## src/hw/tcw_consts.vh

```
// constants for the timer compare and waveform unit
// assumes inclusion by bare name from design files
`ifndef TCW_CONSTS_VH
`define TCW_CONSTS_VH
// ******************************
// register offsets (byte addresses)
// ******************************
`define TCW_OFF_CTRL 12'h000
`define TCW_OFF_COUNT 12'h004
`define TCW_OFF_COMPARE 12'h008
`define TCW_OFF_FLAGS 12'h00C
`define TCW_OFF_PORT 12'h010
// ******************************
// control, flag and port field positions
// ******************************
`define TCW_CTRL_WGM_LO 0
`define TCW_CTRL_COM_LO 2
`define TCW_CTRL_FORCE 4
`define TCW_CTRL_TICK_EN 5
`define TCW_FLAG_OVF 0
`define TCW_FLAG_MATCH 1
`define TCW_FLAG_OSTATE 2
`define TCW_PORT_OUT 0
`define TCW_PORT_DIR 1
// ******************************
// modes and values
// ******************************
`define TCW_WGM_NORMAL 2'h0
`define TCW_WGM_PHASE 2'h1
`define TCW_WGM_CTC 2'h2
`define TCW_WGM_FAST 2'h3
`define TCW_COM_OFF 2'h0
`define TCW_COM_TOGGLE 2'h1
`define TCW_COM_CLEAR 2'h2
`define TCW_COM_SET 2'h3
`define TCW_CNT_MAX 8'hFF
`define TCW_CNT_BOTTOM 8'h00
`endif

```

## src/hw/tcw_unit.v

```verilog
// compare-output and waveform logic of an 8-bit timer/counter, APB slave
// assumes: timer_tick is a one-cycle enable from a prescaler on pclk
// How it works
// - a software count write blocks every compare match on the next tick
// - output state keeps its value when waveform selection changes
// - output action bits act unbuffered from the next match on
// - reset clears the output state to zero
// - nonzero action replaces port value; direction still from port bit
// - port override is the same in every waveform mode
// - action zero leaves output state alone on matches
// - force strobe applies the action at once in non-PWM modes
// - count sequence depends on waveform selection only
// - mode zero counts up, wraps 0xFF to 0x00, writable any time
// - normal mode sets overflow on the tick count becomes zero
// - mode two clears the count on match, compare is top
// - ctc compare written directly; below count means wrap first
// - ctc with action one toggles the output state on each match
// - ctc sets overflow on the rollover from max to zero
// - mode three counts zero to 0xFF then clears next tick
// - fast pwm two clears on match, sets at zero; three inverse
// - fast pwm sets overflow each time count reaches max
// - fast pwm compare zero spikes, compare max holds level
// - fast pwm action one toggles per match, buffering stays
// - compare double buffered in pwm, loaded at top; else direct
// - real match sets match flag on next tick; forced one does not
// - match flag cleared by interrupt acknowledge or write of one
`timescale 1ns/10ps
`include "tcw_consts.vh"

module tcw_unit (
  // apb slave
  input wire pclk,
  input wire presetn,
  input wire psel,
  input wire penable,
  input wire pwrite,
  input wire [11:0] paddr,
  input wire [31:0] pwdata,
  output reg [31:0] prdata,
  output wire pready,
  output wire pslverr,
  // timer side
  input wire timer_tick,
  input wire ovf_int_ack,
  input wire match_int_ack,
  output reg [7:0] timer_count,
  output reg overflow_flag,
  output reg match_flag,
  // port pin
  output wire pin_out,
  output wire pin_oe
);

  // ******************************
  // bus decode
  // ******************************
  wire wr_en;
  wire rd_en;
  wire sel_ctrl;
  wire sel_count;
  wire sel_compare;
  wire sel_flags;
  wire sel_port;
  wire mapped;

  assign wr_en = psel & penable & pwrite;
  assign rd_en = psel & penable & ~pwrite;
  assign sel_ctrl = (paddr == `TCW_OFF_CTRL);
  assign sel_count = (paddr == `TCW_OFF_COUNT);
  assign sel_compare = (paddr == `TCW_OFF_COMPARE);
  assign sel_flags = (paddr == `TCW_OFF_FLAGS);
  assign sel_port = (paddr == `TCW_OFF_PORT);
  assign mapped = sel_ctrl | sel_count | sel_compare | sel_flags | sel_port;
  assign pready = 1'b1;
  assign pslverr = psel & penable & ~mapped;

  // ******************************
  // control state
  // ******************************
  reg [1:0] waveform_selection;
  reg [1:0] output_action_select;
  reg tick_enable;
  reg [7:0] compare_value;
  reg [7:0] compare_buffer;
  reg compare_output_state;
  reg port_value;
  reg port_dir;
  reg block_match;

  wire pwm_mode;
  wire force_match_strobe;
  wire count_write;
  wire tick;
  wire flags_write;

  assign pwm_mode = waveform_selection[0];
  assign force_match_strobe = wr_en & sel_ctrl & pwdata[`TCW_CTRL_FORCE];
  assign count_write = wr_en & sel_count;
  assign flags_write = wr_en & sel_flags;
  assign tick = timer_tick & tick_enable;

  always @(posedge pclk or negedge presetn) begin
    if (!presetn) begin
      waveform_selection <= `TCW_WGM_NORMAL;
      output_action_select <= `TCW_COM_OFF;
      tick_enable <= 1'b0;
      port_value <= 1'b0;
      port_dir <= 1'b0;
    end else if (wr_en) begin
      if (sel_ctrl) begin
        // mode change touches no output state
        waveform_selection <= pwdata[`TCW_CTRL_WGM_LO+1:`TCW_CTRL_WGM_LO];
        // unbuffered: governs the very next match
        output_action_select <= pwdata[`TCW_CTRL_COM_LO+1:`TCW_CTRL_COM_LO];
        tick_enable <= pwdata[`TCW_CTRL_TICK_EN];
      end
      if (sel_port) begin
        port_value <= pwdata[`TCW_PORT_OUT];
        port_dir <= pwdata[`TCW_PORT_DIR];
      end
    end
  end

  // ******************************
  // compare value buffering
  // ******************************
  wire at_top_pwm;
  assign at_top_pwm = tick & (timer_count == `TCW_CNT_MAX);

  always @(posedge pclk or negedge presetn) begin
    if (!presetn) begin
      compare_value <= 8'h00;
      compare_buffer <= 8'h00;
    end else begin
      if (wr_en && sel_compare) begin
        compare_buffer <= pwdata[7:0];
      end
      if (!pwm_mode) begin
        // direct write in normal and ctc
        if (wr_en && sel_compare) begin
          compare_value <= pwdata[7:0];
        end
      end else if (at_top_pwm) begin
        // buffered value loads at top of the count
        compare_value <= (wr_en && sel_compare) ? pwdata[7:0] :
          compare_buffer;
      end
    end
  end

  // ******************************
  // match detection
  // ******************************
  wire match;
  assign match = tick & ~block_match &
    (timer_count == compare_value);

  // a count write blocks matches for the following tick
  always @(posedge pclk or negedge presetn) begin
    if (!presetn) begin
      block_match <= 1'b0;
    end else if (count_write) begin
      block_match <= 1'b1;
    end else if (tick) begin
      block_match <= 1'b0;
    end
  end

  // ******************************
  // counter
  // ******************************
  reg [7:0] next_count;
  always @* begin
    next_count = timer_count;
    if (tick) begin
      // sequence set by waveform selection only
      case (waveform_selection)
        `TCW_WGM_CTC: begin
          if (match) begin
            next_count = `TCW_CNT_BOTTOM;
          end else begin
            next_count = timer_count + 8'h01;
          end
        end
        `TCW_WGM_FAST: begin
          next_count = timer_count + 8'h01; // wraps after max
        end
        default: begin
          next_count = timer_count + 8'h01;
        end
      endcase
    end
    if (count_write) begin
      next_count = pwdata[7:0]; // software write has priority
    end
  end

  always @(posedge pclk or negedge presetn) begin
    if (!presetn) begin
      timer_count <= 8'h00;
    end else begin
      timer_count <= next_count;
    end
  end

  // ******************************
  // flags
  // ******************************
  wire ovf_event;
  wire rollover;
  assign rollover = tick & (timer_count == `TCW_CNT_MAX) & ~count_write;
  // normal/ctc: tick where count rolls from max to zero; fast: reaches max
  assign ovf_event = (waveform_selection == `TCW_WGM_FAST) ?
    (tick & ~count_write & (timer_count == 8'hFE)) :
    rollover;

  always @(posedge pclk or negedge presetn) begin
    if (!presetn) begin
      overflow_flag <= 1'b0;
      match_flag <= 1'b0;
    end else begin
      // set wins over clear
      if (ovf_event) begin
        overflow_flag <= 1'b1;
      end else if (ovf_int_ack ||
          (flags_write && pwdata[`TCW_FLAG_OVF])) begin
        overflow_flag <= 1'b0;
      end
      if (match) begin
        match_flag <= 1'b1; // forced match never lands here
      end else if (match_int_ack ||
          (flags_write && pwdata[`TCW_FLAG_MATCH])) begin
        match_flag <= 1'b0;
      end
    end
  end

  // ******************************
  // waveform generator
  // ******************************
  reg next_ostate;
  wire restart;
  wire forced;
  wire [1:0] force_action;
  assign restart = rollover;
  // strobe, mode and action come in one control write, so the strobe
  // must use the mode and action written with it, not the old ones
  assign force_action = pwdata[`TCW_CTRL_COM_LO+1:`TCW_CTRL_COM_LO];
  assign forced = force_match_strobe &
    ~pwdata[`TCW_CTRL_WGM_LO];

  always @* begin
    next_ostate = compare_output_state;
    if (forced) begin
      // a real match in the same cycle is absorbed by the forced one
      case (force_action)
        `TCW_COM_TOGGLE: next_ostate = ~compare_output_state;
        `TCW_COM_CLEAR: next_ostate = 1'b0;
        `TCW_COM_SET: next_ostate = 1'b1;
        default: next_ostate = compare_output_state;
      endcase
    end else if (!pwm_mode) begin
      if (match) begin
        case (output_action_select)
          `TCW_COM_TOGGLE: next_ostate = ~compare_output_state;
          `TCW_COM_CLEAR: next_ostate = 1'b0;
          `TCW_COM_SET: next_ostate = 1'b1;
          default: next_ostate = compare_output_state;
        endcase
      end
    end else if (waveform_selection == `TCW_WGM_FAST) begin
      case (output_action_select)
        `TCW_COM_TOGGLE: begin
          if (match) begin
            next_ostate = ~compare_output_state;
          end
        end
        `TCW_COM_CLEAR: begin
          // match wins over restart so compare max holds the output low
          if (match) begin
            next_ostate = 1'b0;
          end else if (restart) begin
            next_ostate = 1'b1;
          end
        end
        `TCW_COM_SET: begin
          if (match) begin
            next_ostate = 1'b1;
          end else if (restart) begin
            next_ostate = 1'b0;
          end
        end
        default: next_ostate = compare_output_state;
      endcase
    end
  end

  always @(posedge pclk or negedge presetn) begin
    if (!presetn) begin
      compare_output_state <= 1'b0;
    end else begin
      compare_output_state <= next_ostate;
    end
  end

  // ******************************
  // port override, mode independent
  // ******************************
  assign pin_out = (output_action_select != `TCW_COM_OFF) ?
    compare_output_state : port_value;
  assign pin_oe = port_dir;

  // ******************************
  // read data
  // ******************************
  always @(posedge pclk or negedge presetn) begin
    if (!presetn) begin
      prdata <= 32'h0000_0000;
    end else if (psel && !penable && !pwrite) begin
      prdata <= 32'h0000_0000;
      if (sel_ctrl) begin
        prdata[5:0] <= {tick_enable, 1'b0, output_action_select,
          waveform_selection};
      end else if (sel_count) begin
        prdata[7:0] <= timer_count;
      end else if (sel_compare) begin
        prdata[7:0] <= pwm_mode ? compare_buffer : compare_value;
      end else if (sel_flags) begin
        prdata[2:0] <= {compare_output_state, match_flag, overflow_flag};
      end else if (sel_port) begin
        prdata[1:0] <= {port_dir, port_value};
      end
    end
  end

endmodule // tcw_unit
```

## config.mk

```make
export PLATFORM = sky130hd
export DESIGN_NAME = tcw_unit
export DESIGN_NICKNAME = d
export VERILOG_FILES = /design/src/hw/tcw_unit.v
export VERILOG_INCLUDE_DIRS = /design/src /design/src/hw
export SDC_FILE = /design/constraint.sdc
export NUM_CORES = 1
export LEC_CHECK = 0
export ABC_AREA = 0
export BUFFER_PORTS_ARGS = -buffer_cell sky130_fd_sc_hd__buf_2
export CAP_MARGIN = 25
export CORE_ASPECT_RATIO = 0.5
export CORE_UTILIZATION = 45
export CTS_BUF_LIST = sky130_fd_sc_hd__clkbuf_8 sky130_fd_sc_hd__clkbuf_16
export DETAILED_ROUTE_END_ITERATION = 7
export PLACE_DENSITY = 0.86
export REMOVE_ABC_BUFFERS = 1
export SYNTH_ARGS = -nofsm -noshare
export SYNTH_HDL_FRONTEND = slang
export SYNTH_SLANG_ARGS = --single-unit
```

## constraint.sdc

```tcl
create_clock -name pclk -period 2 [get_ports pclk]
set_clock_uncertainty 0.05 [all_clocks]
set_input_delay 0.5 -clock pclk [delete_from_list [all_inputs] [get_ports pclk]]
set_output_delay 0.5 -clock pclk [all_outputs]
set_load 0.005 [all_outputs]
```

# Word level (Yosys, flattened, before mapping)
# Index checks and enable logic that the tools add are counted.
# totals
ff_bits,43
inputBits,52
output_inout_bits,46
wordCells,117
# classes
n_addsub,1
eq_ne,21
muxes,37
bitwise,24
reduce_logical,21
# op_table
cell,n
2-to-1 mux 8 bit,10
"equality test 12 x 4 -> 1 bit, second input constant",2
2-to-1 mux 1 bit,18
"equality test 8 bit, second input constant",2
bitwise AND 1 bit,15
"equality test 12 x 3 -> 1 bit, second input constant",1
"equality test 12 x 5 -> 1 bit, second input constant",1
"equality test 2 bit, second input constant",6
zero test 12 bit,1
"!= test 5 bit, second input constant",2
nonzero test 2 bit,5
one-hot mux 1 bit (3 select lines),3
"adder 8 x 1 -> 8 bit, second input constant",1
equality test 8 bit,1
AND reduction 7 bit,1
2-to-1 mux 2 bit,3
2-to-1 mux 6 bit,1
AND reduction 2 bit,3
logical AND 1 bit,5
2-to-1 mux 5 bit,1
NOT 1 bit,5
"equality test 2 x 1 -> 1 bit, second input constant",2
"!= test 4 x 1 -> 1 bit, second input constant",1
"!= test 4 bit, second input constant",1
other kinds (8),13

# Longest topological paths before layout
# Gate-level depths: netlist of the first run.
# logic_depth
ltp_word,11
mapped_depth,8
depth_no_buf,7

# Least setup slack after synthesis of the first run
# No wires, ideal clock.
# synth_timing
path_kind,in2reg
from,input paddr[7]
to,register compare_output_state
t_arrival_ps,2151
t_required_ps,1825
setup_slack_ps,-326
cell_stages,6
path_buffers,0
cell_sequence,or4_4 -> nor4_4 -> and3_1 -> o21ai_1 -> o2111ai_2 -> mux2_4
# synth_via
elab_chain_len,6
word_cells_on_any_way,17
# synth_rtl
element,line_no,rtl
start: declaration,tcw_unit.v:37,"input wire [11:0] paddr,"
zero test 12 bit (no source line) or equality test 12 x 3 -> 1 bit (tied branches),n/a,
bitwise AND 1 bit (on tied branches),"tcw_unit.v:97, tcw_unit.v:98",
bitwise AND 1 bit or NOT 1 bit (tied branches),"tcw_unit.v:97, tcw_unit.v:211",
bitwise AND 1 bit (on tied branches),"tcw_unit.v:249, tcw_unit.v:211",
"!= test 5 bit (no source line), or another cell as far along",n/a,
AND reduction 7 bit (no source line),n/a,
end signal: assignment,tcw_unit.v:302,compare_output_state <= next_ostate;
end: declaration,tcw_unit.v:85,reg compare_output_state;
# Several ways; a longest one is shown, not always the timed one.
# A chain may end at the register's enable or synchronous reset.

# Worst setup path after layout of the first run
# layout_timing
from,register timer_count[1]
to,register compare_output_state
# layout_via
elab_chain_len,7
word_cells_on_any_way,16
# layout_rtl
element,line_no,rtl
start: declaration,tcw_unit.v:46,"output reg [7:0] timer_count,"
start signal: assignment,tcw_unit.v:202,timer_count <= next_count;
equality test 8 bit,tcw_unit.v:156,(timer_count == compare_value);
bitwise AND 1 bit,tcw_unit.v:155,assign match = tick & ~block_match &
2-to-1 mux 1 bit (on tied branches),"tcw_unit.v:287, tcw_unit.v:280",
one-hot mux 1 bit (3 select lines),tcw_unit.v:272,case (output_action_select)
2-to-1 mux 1 bit,tcw_unit.v:271,end else if (waveform_selection == `TCW_WGM_FAST) begin
2-to-1 mux 1 bit,tcw_unit.v:262,end else if (!pwm_mode) begin
2-to-1 mux 1 bit,tcw_unit.v:254,if (forced) begin
# Several ways; a longest one is shown, not always the timed one. The select of a mux whose other input is x is not followed.

==> flow_metrics.env, run 1 <==
export IMPL_status="finished with violations"
export IMPL_failed_checks="negative setup slack"
export IMPL_crit_fanout=3
export IMPL_timing_worst_slew_pin_value_ns=0.888
export IMPL_synth_async_reset_ratio=1.00
export IMPL_path_delay_family="simple AND/OR/NAND/NOR gates"
export IMPL_cts_tree="yes"
export IMPL_fin_crit_sh=1.15
export IMPL_finalNonFillerCells=462
export IMPL_port_buffers=48
export IMPL_start_kind="register"
export IMPL_reg2regPathDepth=8
export IMPL_root_buffer="clkbuf_16"
export IMPL_critPathKind="register to register"
export IMPL_ir_worst_vdd_mv=0.296
export IMPL_antenna_found_initial=0
export IMPL_areaGrowthSynthToFinish_pct=38.6
export IMPL_die_x_um=113
export IMPL_routedWlPerCell_um=21.2
export IMPL_synth_edf_count=0
export IMPL_grt_max_degree=22
export IMPL_die_area_mm2=0.00646
export IMPL_post_drt_via_cell_ratio=6.34
export IMPL_num_rows=19
export IMPL_drive_gt1_frac=0.468
export IMPL_clk_latency_ns=0.29
export IMPL_placedCellCount=445
export IMPL_cts_htree_levels=2
export IMPL_nets=443
export IMPL_vias=2927
export IMPL_critPathSlowestCell="dfrtp_1"
export IMPL_hold_viol_final=0
export IMPL_start_util=0.485
export IMPL_hold_class="input port to async pin"
export IMPL_cp_depth=8
export IMPL_setup_viol=35
export IMPL_slowest_delay_ns=0.41
export IMPL_ys_seq_area_frac=0.390
export IMPL_power_mw=1.86
export IMPL_die_h_um=57.3
export IMPL_place_gp_congestion=0.939
export IMPL_holdBufCountCts=0
export IMPL_end_kind="register"
export IMPL_pin_count=98
export IMPL_worst_slack_ns=-0.300
export IMPL_multiInputGateArea_mm2=0.00180
export IMPL_clock_path_buffers=2
export IMPL_cp_buffers_inverters=2
export IMPL_core_mm2=0.00568
export IMPL_syn_avg_cell_area_um2=9.31
export IMPL_clock_sinks=43
export IMPL_synth_warnings=0
export IMPL_antenna_cells=0
export IMPL_ant_nets=0
export IMPL_clkTransAtPathRegs_ns=0.06
export IMPL_routed_wirelength_mm=9.79
export IMPL_syn_inst=296
export IMPL_dp_hpwl_mm=5.74
export IMPL_synth_seq_cells=43
export IMPL_drc=0
export IMPL_grt_pass1_vias=2687
export IMPL_syn_area_mm2=0.00276
export IMPL_synth_distinct_cells=49
export IMPL_seqCellArea_mm2=0.00108
export IMPL_relSlewSlack=0.404
export IMPL_timing_final_crit_period_ns=2.30
export IMPL_nFillCells=365
export IMPL_design_area_mm2=0.00382
export IMPL_first_pass_iters=6
export IMPL_cp_required_ns=2.12
export IMPL_post_place_ws_ns=-0.431
export IMPL_leakage_nw=1.89
export IMPL_path_cells="buf_6 > xor2_4 > nor4_4 > buf_4 > nand3_1 > nor2_1 > o2111ai_2 > mux2_4"
export IMPL_holdWs_ns=0.134
export IMPL_rsz0062_at_grt="yes"
export IMPL_synth_ff_type="dfrtp_1"
export IMPL_cts_buffers=5
export IMPL_grtUsageTotal=0.280
export IMPL_dpl_cell_area_mm2=0.00325
export IMPL_grt_pass1_wl_mm=13.7
export IMPL_power_density_mw_per_mm2=487
export IMPL_slew_viol_final=0
export IMPL_grt_overflow=0
export IMPL_cp_arrival_ns=2.42
export IMPL_maxCapViolations=0
export IMPL_drtIter0Drc=481
export IMPL_fmax_mhz=435
## synthesized netlist by cell type (4+ instances only)
master,number,area share
a31oi_1,6,0.014
nand2_1,24,0.033
mux2i_1,8,0.029
nor3_1,5,0.0091
nand3_1,8,0.015
nor2_1,36,0.049
clkbuf_1,10,0.014
nand4_1,4,0.0091
mux2_2,20,0.082
buf_4,25,0.068
nand2b_1,4,0.0091
a21oi_1,8,0.015
xor2_1,8,0.025
nor2b_1,6,0.014
o22ai_1,8,0.018
and3_1,7,0.016
nand3b_1,5,0.014
dfrtp_1,43,0.39
o21ai_0,15,0.027
## timing repair
item | 4_1_cts | 5_1_grt
buffers inserted | 5 | 4
resized for setup | 32 | 47
setup endpoints to repair | 35 | 36
pin swaps | 11 | 23
cloned | 0 | 1
## metal layers
layer / part of all wire / vias to the layer above / track usage / wire length (um)
met4: 0.068 / 0 / 0.162 / 669
li1: - / 1196 / - / -
met1: 0.37 / 1378 / 0.347 / 3590
met3: 0.12 / 92 / 0.0616 / 1160
met2: 0.45 / 261 / 0.460 / 4370
met5: 0 / - / 0 / 0
## final cells by class
class | count | share of cell area
inverters | 3 | 0.00295
repair buffers | 102 | 0.183
flip-flops and latches | 43 | 0.282
clock inverters | 1 | 0.00131
clock buffers | 6 | 0.0363
well taps | 73 | 0.0239
multi-input cells | 234 | 0.471
## through the flow
step	setup TNS, ns	util
2_1_floorplan	-5.66	-
3_3_place_gp	-10.96	0.573
3_5_place_dp	-13.29	0.573
4_1_cts	-1.53	0.630
5_1_grt	-4.92	0.673
6_report	-3.91	0.673
## state kept, by name, indices dropped and copies added, names as in the netlist
signal	cells
block_match	1
compare_buffer	8
compare_output_state	1
compare_value	8
match_flag	1
output_action_select	2
overflow_flag	1
pin_oe	1
port_value	1
prdata	8
tick_enable	1
timer_count	8
waveform_selection	2
## final timing paths
check,startpoint,to,slack (ns)
worst max-delay path,timer_count[1],compare_output_state,-0.30
worst min register to register,prdata[2],prdata[2],0.42
min in group pclk,prdata[2],prdata[2],0.42
worst min-delay path,presetn,timer_count[7],0.13
worst max register to register,timer_count[1],compare_output_state,-0.30
max in group asynchronous,presetn,port_value,1.19
## placed cells by master, fill, tap and decap left out, types with 3 or more instances in the layout
master,instances
nor2_2,5
buf_4,42
nand2_1,22
xor2_1,7
nor3_1,5
o21ai_1,3
inv_1,3
o21ai_0,9
conb_1,25
mux2_2,19
mux2i_1,8
buf_6,12
a31oi_1,4
nand3b_1,5
clkbuf_16,5
a22oi_1,3
a211oi_1,3
nand3_4,3
o21ai_2,3
buf_2,47
nor2b_1,6
a21oi_1,7
nor2_4,4
or4_4,3
nand4_1,4
nor2_1,27
o22ai_2,8
and3_4,3
dfrtp_1,43
nand3_1,6
and3_1,4
## worst register-to-register path, stage by stage, from the launching register on
cell       delay (ns)
dfrtp_1          0.41
buf_6            0.15
xor2_4           0.19
nor4_4           0.36
buf_4            0.19
nand3_1          0.17
nor2_1           0.21
o2111ai_2        0.13
mux2_4           0.32
## power by group
| part | switching [mW] | internal, mW |
|---|---|---|
| Combinational | 0.111 | 0.0601 |
| Sequential | 0.00209 | 0.872 |
| Clock | 0.330 | 0.487 |
| Total | 0.443 | 1.42 |
## logic make-up after synthesis
kind of cell,synth area share
muxes,0.124
adders and majority gates,0.00908
AOI/OAI and AO/OA,0.136
xor gates and xnor gates,0.0286
and+or+nand+nor,0.213
DFF,0.390
buffers and inverters,0.0953
other,0.00272
Note: power is estimated with default switching activity, not from simulation.
==> run 2, diff against run 1 <==
CORE_UTILIZATION = 50   (was 45)
PLACE_DENSITY = 0.9   (was 0.86)
clock period = 2.15 ns   (was 2 ns; I/O delays follow)
==> flow_metrics.env, run 2 (same netlist as run 1, synthesis figures left out) <==
export IMPL_fin_crit_sh=1.04
export IMPL_relSlewSlack=0.621
export IMPL_place_gp_congestion=0.965
export IMPL_crit_fanout=3
export IMPL_clkTransAtPathRegs_ns=0.08
export IMPL_die_h_um=54.5
export IMPL_clock_path_buffers=2
export IMPL_clock_sinks=43
export IMPL_start_util=0.539
export IMPL_cts_buffers=5
export IMPL_grt_pass1_vias=2251
export IMPL_vias=2618
export IMPL_final_common_cell="buf_2"
export IMPL_reg2regPathDepth=9
export IMPL_nets=421
export IMPL_power_mw=1.48
export IMPL_areaGrowthSynthToFinish_pct=22.7
export IMPL_grt_max_degree=44
export IMPL_status="finished with violations"
export IMPL_routed_wirelength_mm=7.81
export IMPL_fmax_mhz=448
export IMPL_power_density_mw_per_mm2=438
export IMPL_timing_worst_slew_pin_value_ns=0.568
export IMPL_crit_reg2reg_launch="timer_count[1]"
export IMPL_crit_top_cell="buf_4"
export IMPL_failed_checks="negative setup slack"
export IMPL_ant_nets=0
export IMPL_start_kind="register"
export IMPL_cts_tree="yes"
export IMPL_post_drt_via_cell_ratio=5.99
export IMPL_slew_viol_final=0
export IMPL_timing_final_crit_period_ns=2.23
export IMPL_drive_gt1_frac=0.368
export IMPL_cp_arrival_ns=2.37
export IMPL_setup_worst_path_start="timer_count[1]"
export IMPL_critPathSlowestCell="nor4_2"
export IMPL_grt_overflow=0
export IMPL_slowest_delay_ns=0.43
export IMPL_hold_class="input port to async pin"
export IMPL_pin_count=98
export IMPL_ir_worst_vdd_mv=0.209
export IMPL_antenna_found_initial=0
export IMPL_grt_pass1_wl_mm=11.2
export IMPL_routedWlPerCell_um=17.9
export IMPL_first_pass_iters=5
export IMPL_dp_hpwl_mm=5.48
export IMPL_die_x_um=107
export IMPL_placedCellCount=425
export IMPL_setup_viol=2
export IMPL_grtUsageTotal=0.261
export IMPL_die_area_mm2=0.00583
export IMPL_hold_viol_final=0
export IMPL_core_mm2=0.00511
export IMPL_drtIter0Drc=265
export IMPL_critPathKind="register to register"
export IMPL_path_cells="buf_6 > xor2_1 > nor4_2 > buf_4 > buf_4 > nand3_4 > nor2_4 > o2111ai_2 > mux2_4"
export IMPL_cp_required_ns=2.29
export IMPL_final_cell_mix="buf_2, dfrtp_1, nor2_1"
export IMPL_finalNonFillerCells=437
export IMPL_end_kind="register"
export IMPL_worst_slack_ns=-0.0819
export IMPL_port_buffers=48
export IMPL_num_rows=18
export IMPL_antenna_cells=0
export IMPL_post_place_ws_ns=-0.346
export IMPL_drc=0
export IMPL_clk_latency_ns=0.29
export IMPL_rsz0062_at_grt="yes"
export IMPL_nFillCells=364
export IMPL_leakage_nw=1.72
export IMPL_root_buffer="clkbuf_8"
export IMPL_maxCapViolations=0
export IMPL_cts_htree_levels=2
[run 2: through the flow]
step / cell area (um2) / hold slack [ns] / util / TNS (ns)
after floorplan: 2590 / 0.192 / - / -2.52
after global placement: 3120 / 0.408 / 0.611 / -6.94
after detailed placement: 3120 / 0.416 / 0.611 / -8.21
after CTS: 3260 / 0.276 / 0.638 / -0.0378
after global routing: 3380 / 0.300 / 0.661 / -0.365
final: 3380 / 0.260 / 0.661 / -0.110
[run 2: power by group]
group / internal, mW / total, mW / switching, mW
Clock: 0.252 / 0.528 / 0.276
Combinational: 0.0483 / 0.140 / 0.0915
Sequential: 0.809 / 0.811 / 0.00167
Total: 1.11 / 1.48 / 0.369
[run 2: layout make-up]
cell class	count	area, um2	share of cell area
well taps	70	87.6	0.0259
inverters	3	11.3	0.00333
repair buffers	80	509	0.151
clock buffers	6	82.6	0.0244
multi-input cells	234	1610	0.476
flip-flops and latches	43	1080	0.318
clock inverters	1	5.00	0.00148
[run 2: final timing paths]
check	to	slack (ns)
worst min-delay path	timer_count[4]	0.26
worst max register to register	compare_output_state	-0.08
min in group pclk	prdata[1]	0.43
worst max-delay path	compare_output_state	-0.08
max in group asynchronous	prdata[4]	1.39
worst min register to register	prdata[1]	0.43
[run 2: repair_timing]
item                                    4_1_cts  5_1_grt
endpoints found under the setup margin       19       12
hold buffers                                  0        0
gates resized for setup                       6       18
buffers inserted                              3        2
pin swaps                                     6        9
[run 2: routing by layer]
layer  GRT usage  part of all wire  up-vias
met1       0.356              0.41     1236
met4       0.105             0.028        0
li1            -                 -     1147
met2       0.423              0.45      208
met3      0.0440              0.11       27
met5           0                 0        -
[run 2: worst max-delay path: cells and delay by family, from the launching register on]
kind | cells | cell delay (ns)
XOR/XNOR | 1 | 0.18
AO/OA/AOI/OAI | 1 | 0.12
flip-flops | 1 | 0.40
buffers and inverters | 3 | 0.44
multiplexers | 1 | 0.31
AND/OR/NAND/NOR | 3 | 0.63
==> run 3, diff against run 2 <==
SKIP_CTS_REPAIR_TIMING = 1   (was unset)
==> flow_metrics.env, run 3 (same netlist as run 1, synthesis figures left out) <==
export IMPL_drtIter0Drc=306
export IMPL_num_rows=18
export IMPL_areaGrowthSynthToFinish_pct=20.1
export IMPL_multiInputGateArea_mm2=0.00155
export IMPL_fin_crit_sh=1.04
export IMPL_design_area_mm2=0.00331
export IMPL_cp_required_ns=1.56
export IMPL_leakage_nw=1.70
export IMPL_routedWlPerCell_um=16.8
export IMPL_hold_class="input port to async pin"
export IMPL_die_h_um=54.5
export IMPL_dpl_cell_area_mm2=0.00312
export IMPL_timing_rr_end="compare_output_state"
export IMPL_antenna_cells=0
export IMPL_relSlewSlack=0.630
export IMPL_nFillCells=380
export IMPL_die_area_mm2=0.00583
export IMPL_grt_pass1_wl_mm=11.1
export IMPL_place_gp_congestion=0.965
export IMPL_vias=2561
export IMPL_setup_viol=2
export IMPL_slew_viol_final=0
export IMPL_drive_gt1_frac=0.350
export IMPL_final_common_cell="buf_2"
export IMPL_hold_viol_final=0
export IMPL_reg2reg_slack_ns=-0.06
export IMPL_start_kind="input port"
export IMPL_cp_arrival_ns=1.65
export IMPL_worst_slack_ns=-0.0831
export IMPL_antenna_found_initial=0
export IMPL_routed_wirelength_mm=7.38
export IMPL_critPathKind="input port to output port"
export IMPL_root_buffer="clkbuf_8"
export IMPL_first_pass_iters=5
export IMPL_cts_tree="yes"
export IMPL_cts_htree_levels=2
export IMPL_endpoint="pslverr"
export IMPL_clock_sinks=43
export IMPL_port_buffers=48
export IMPL_clock_path_buffers=2
export IMPL_setup_worst_path_start="paddr[10]"
export IMPL_nets=423
export IMPL_timing_worst_slew_pin_value_ns=0.555
export IMPL_post_drt_via_cell_ratio=5.83
export IMPL_postLayoutCoreUtil=0.648
export IMPL_grt_pass1_vias=2229
export IMPL_ir_worst_vdd_mv=0.260
export IMPL_timing_final_crit_period_ns=2.23
export IMPL_fmax_mhz=448
export IMPL_grt_max_degree=44
export IMPL_power_density_mw_per_mm2=444
export IMPL_end_kind="output port"
export IMPL_drc=0
export IMPL_die_x_um=107
export IMPL_clkTransAtPathRegs_ns=0.08
export IMPL_start_util=0.539
export IMPL_failed_checks="negative setup slack"
export IMPL_final_cell_mix="buf_2, dfrtp_1, nor2_1"
export IMPL_grtUsageTotal=0.257
export IMPL_core_mm2=0.00511
export IMPL_reg2regPathDepth=7
export IMPL_ant_nets=0
export IMPL_crit_fanout=4
export IMPL_dp_hpwl_mm=5.48
export IMPL_cts_buffers=5
export IMPL_crit_reg2reg_launch="timer_count[5]"
export IMPL_post_place_ws_ns=-0.346
export IMPL_seqCellArea_mm2=0.00108
export IMPL_maxCapViolations=0
export IMPL_grt_overflow=0
export IMPL_status="finished with violations"
export IMPL_rsz0062_at_grt="yes"
export IMPL_pin_count=98
export IMPL_clk_latency_ns=0.29
## run 3: cell count changes in the layout (fill, tap and decap cells not counted)
cell      delta
a221oi_1     +1
a221oi_2     -1
buf_12       -1
buf_2        +1
buf_4        +4
buf_6        -2
dfrtp_1      -1
dfrtp_2      +1
nand3_1      +1
nand3_4      -1
nor2_1       +1
nor2_4       -1
o22ai_1      +6
o22ai_2      -6
## run 3: where the power goes
group / internal (mW) / switching, mW
Combinational: 0.0464 / 0.0879
Clock: 0.252 / 0.273
Sequential: 0.810 / 0.00150
Total: 1.11 / 0.362
## run 3: per-layer routing
metal	vias to the layer above	GRT usage	routed length, um
met4	0	0.100	145
met3	24	0.0440	813
li1	1153	-	-
met5	-	0	0
met2	197	0.418	3360
met1	1187	0.352	3060
## run 3: worst max-delay path, cell delays in order
cell and delay [ns]:
buf_6 0.09, or4_4 0.57, nor3_4 0.24, a21oi_2 0.08
buf_2 0.13
## run 3: final cells by class
class | instances | area share
repair buffers | 82 | 0.152
clock inverters | 1 | 0.00151
clock buffers | 6 | 0.0249
flip-flops and latches | 43 | 0.325
well taps | 70 | 0.0265
inverters | 3 | 0.00340
multi-input cells | 234 | 0.467
## run 3: worst min-delay path by stage
| stage | from | to | slack [ns] |
|---|---|---|---|
| 6_report | presetn | timer_count[4] | 0.25 |
| 5_1_grt | presetn | timer_count[4] | 0.29 |
| 4_1_cts | presetn | compare_buffer[6] | 0.28 |
| 3_5_place_dp | prdata[1] | prdata[1] | 0.42 |
| 3_3_place_gp | prdata[2] | prdata[2] | 0.41 |
| 2_1_floorplan | presetn | block_match | 0.19 |
## run 3: through the flow
step | TNS, ns | cells | power [mW] | hold slack (ns)
after floorplan | -2.52 | 280 | 0.869 | 0.192
after global placement | -6.94 | 425 | 0.946 | 0.408
after detailed placement | -8.21 | 425 | 0.951 | 0.416
after CTS | -0.948 | 432 | 1.46 | 0.276
after global routing | -0.363 | 439 | 1.52 | 0.294
final | -0.140 | 439 | 1.47 | 0.249
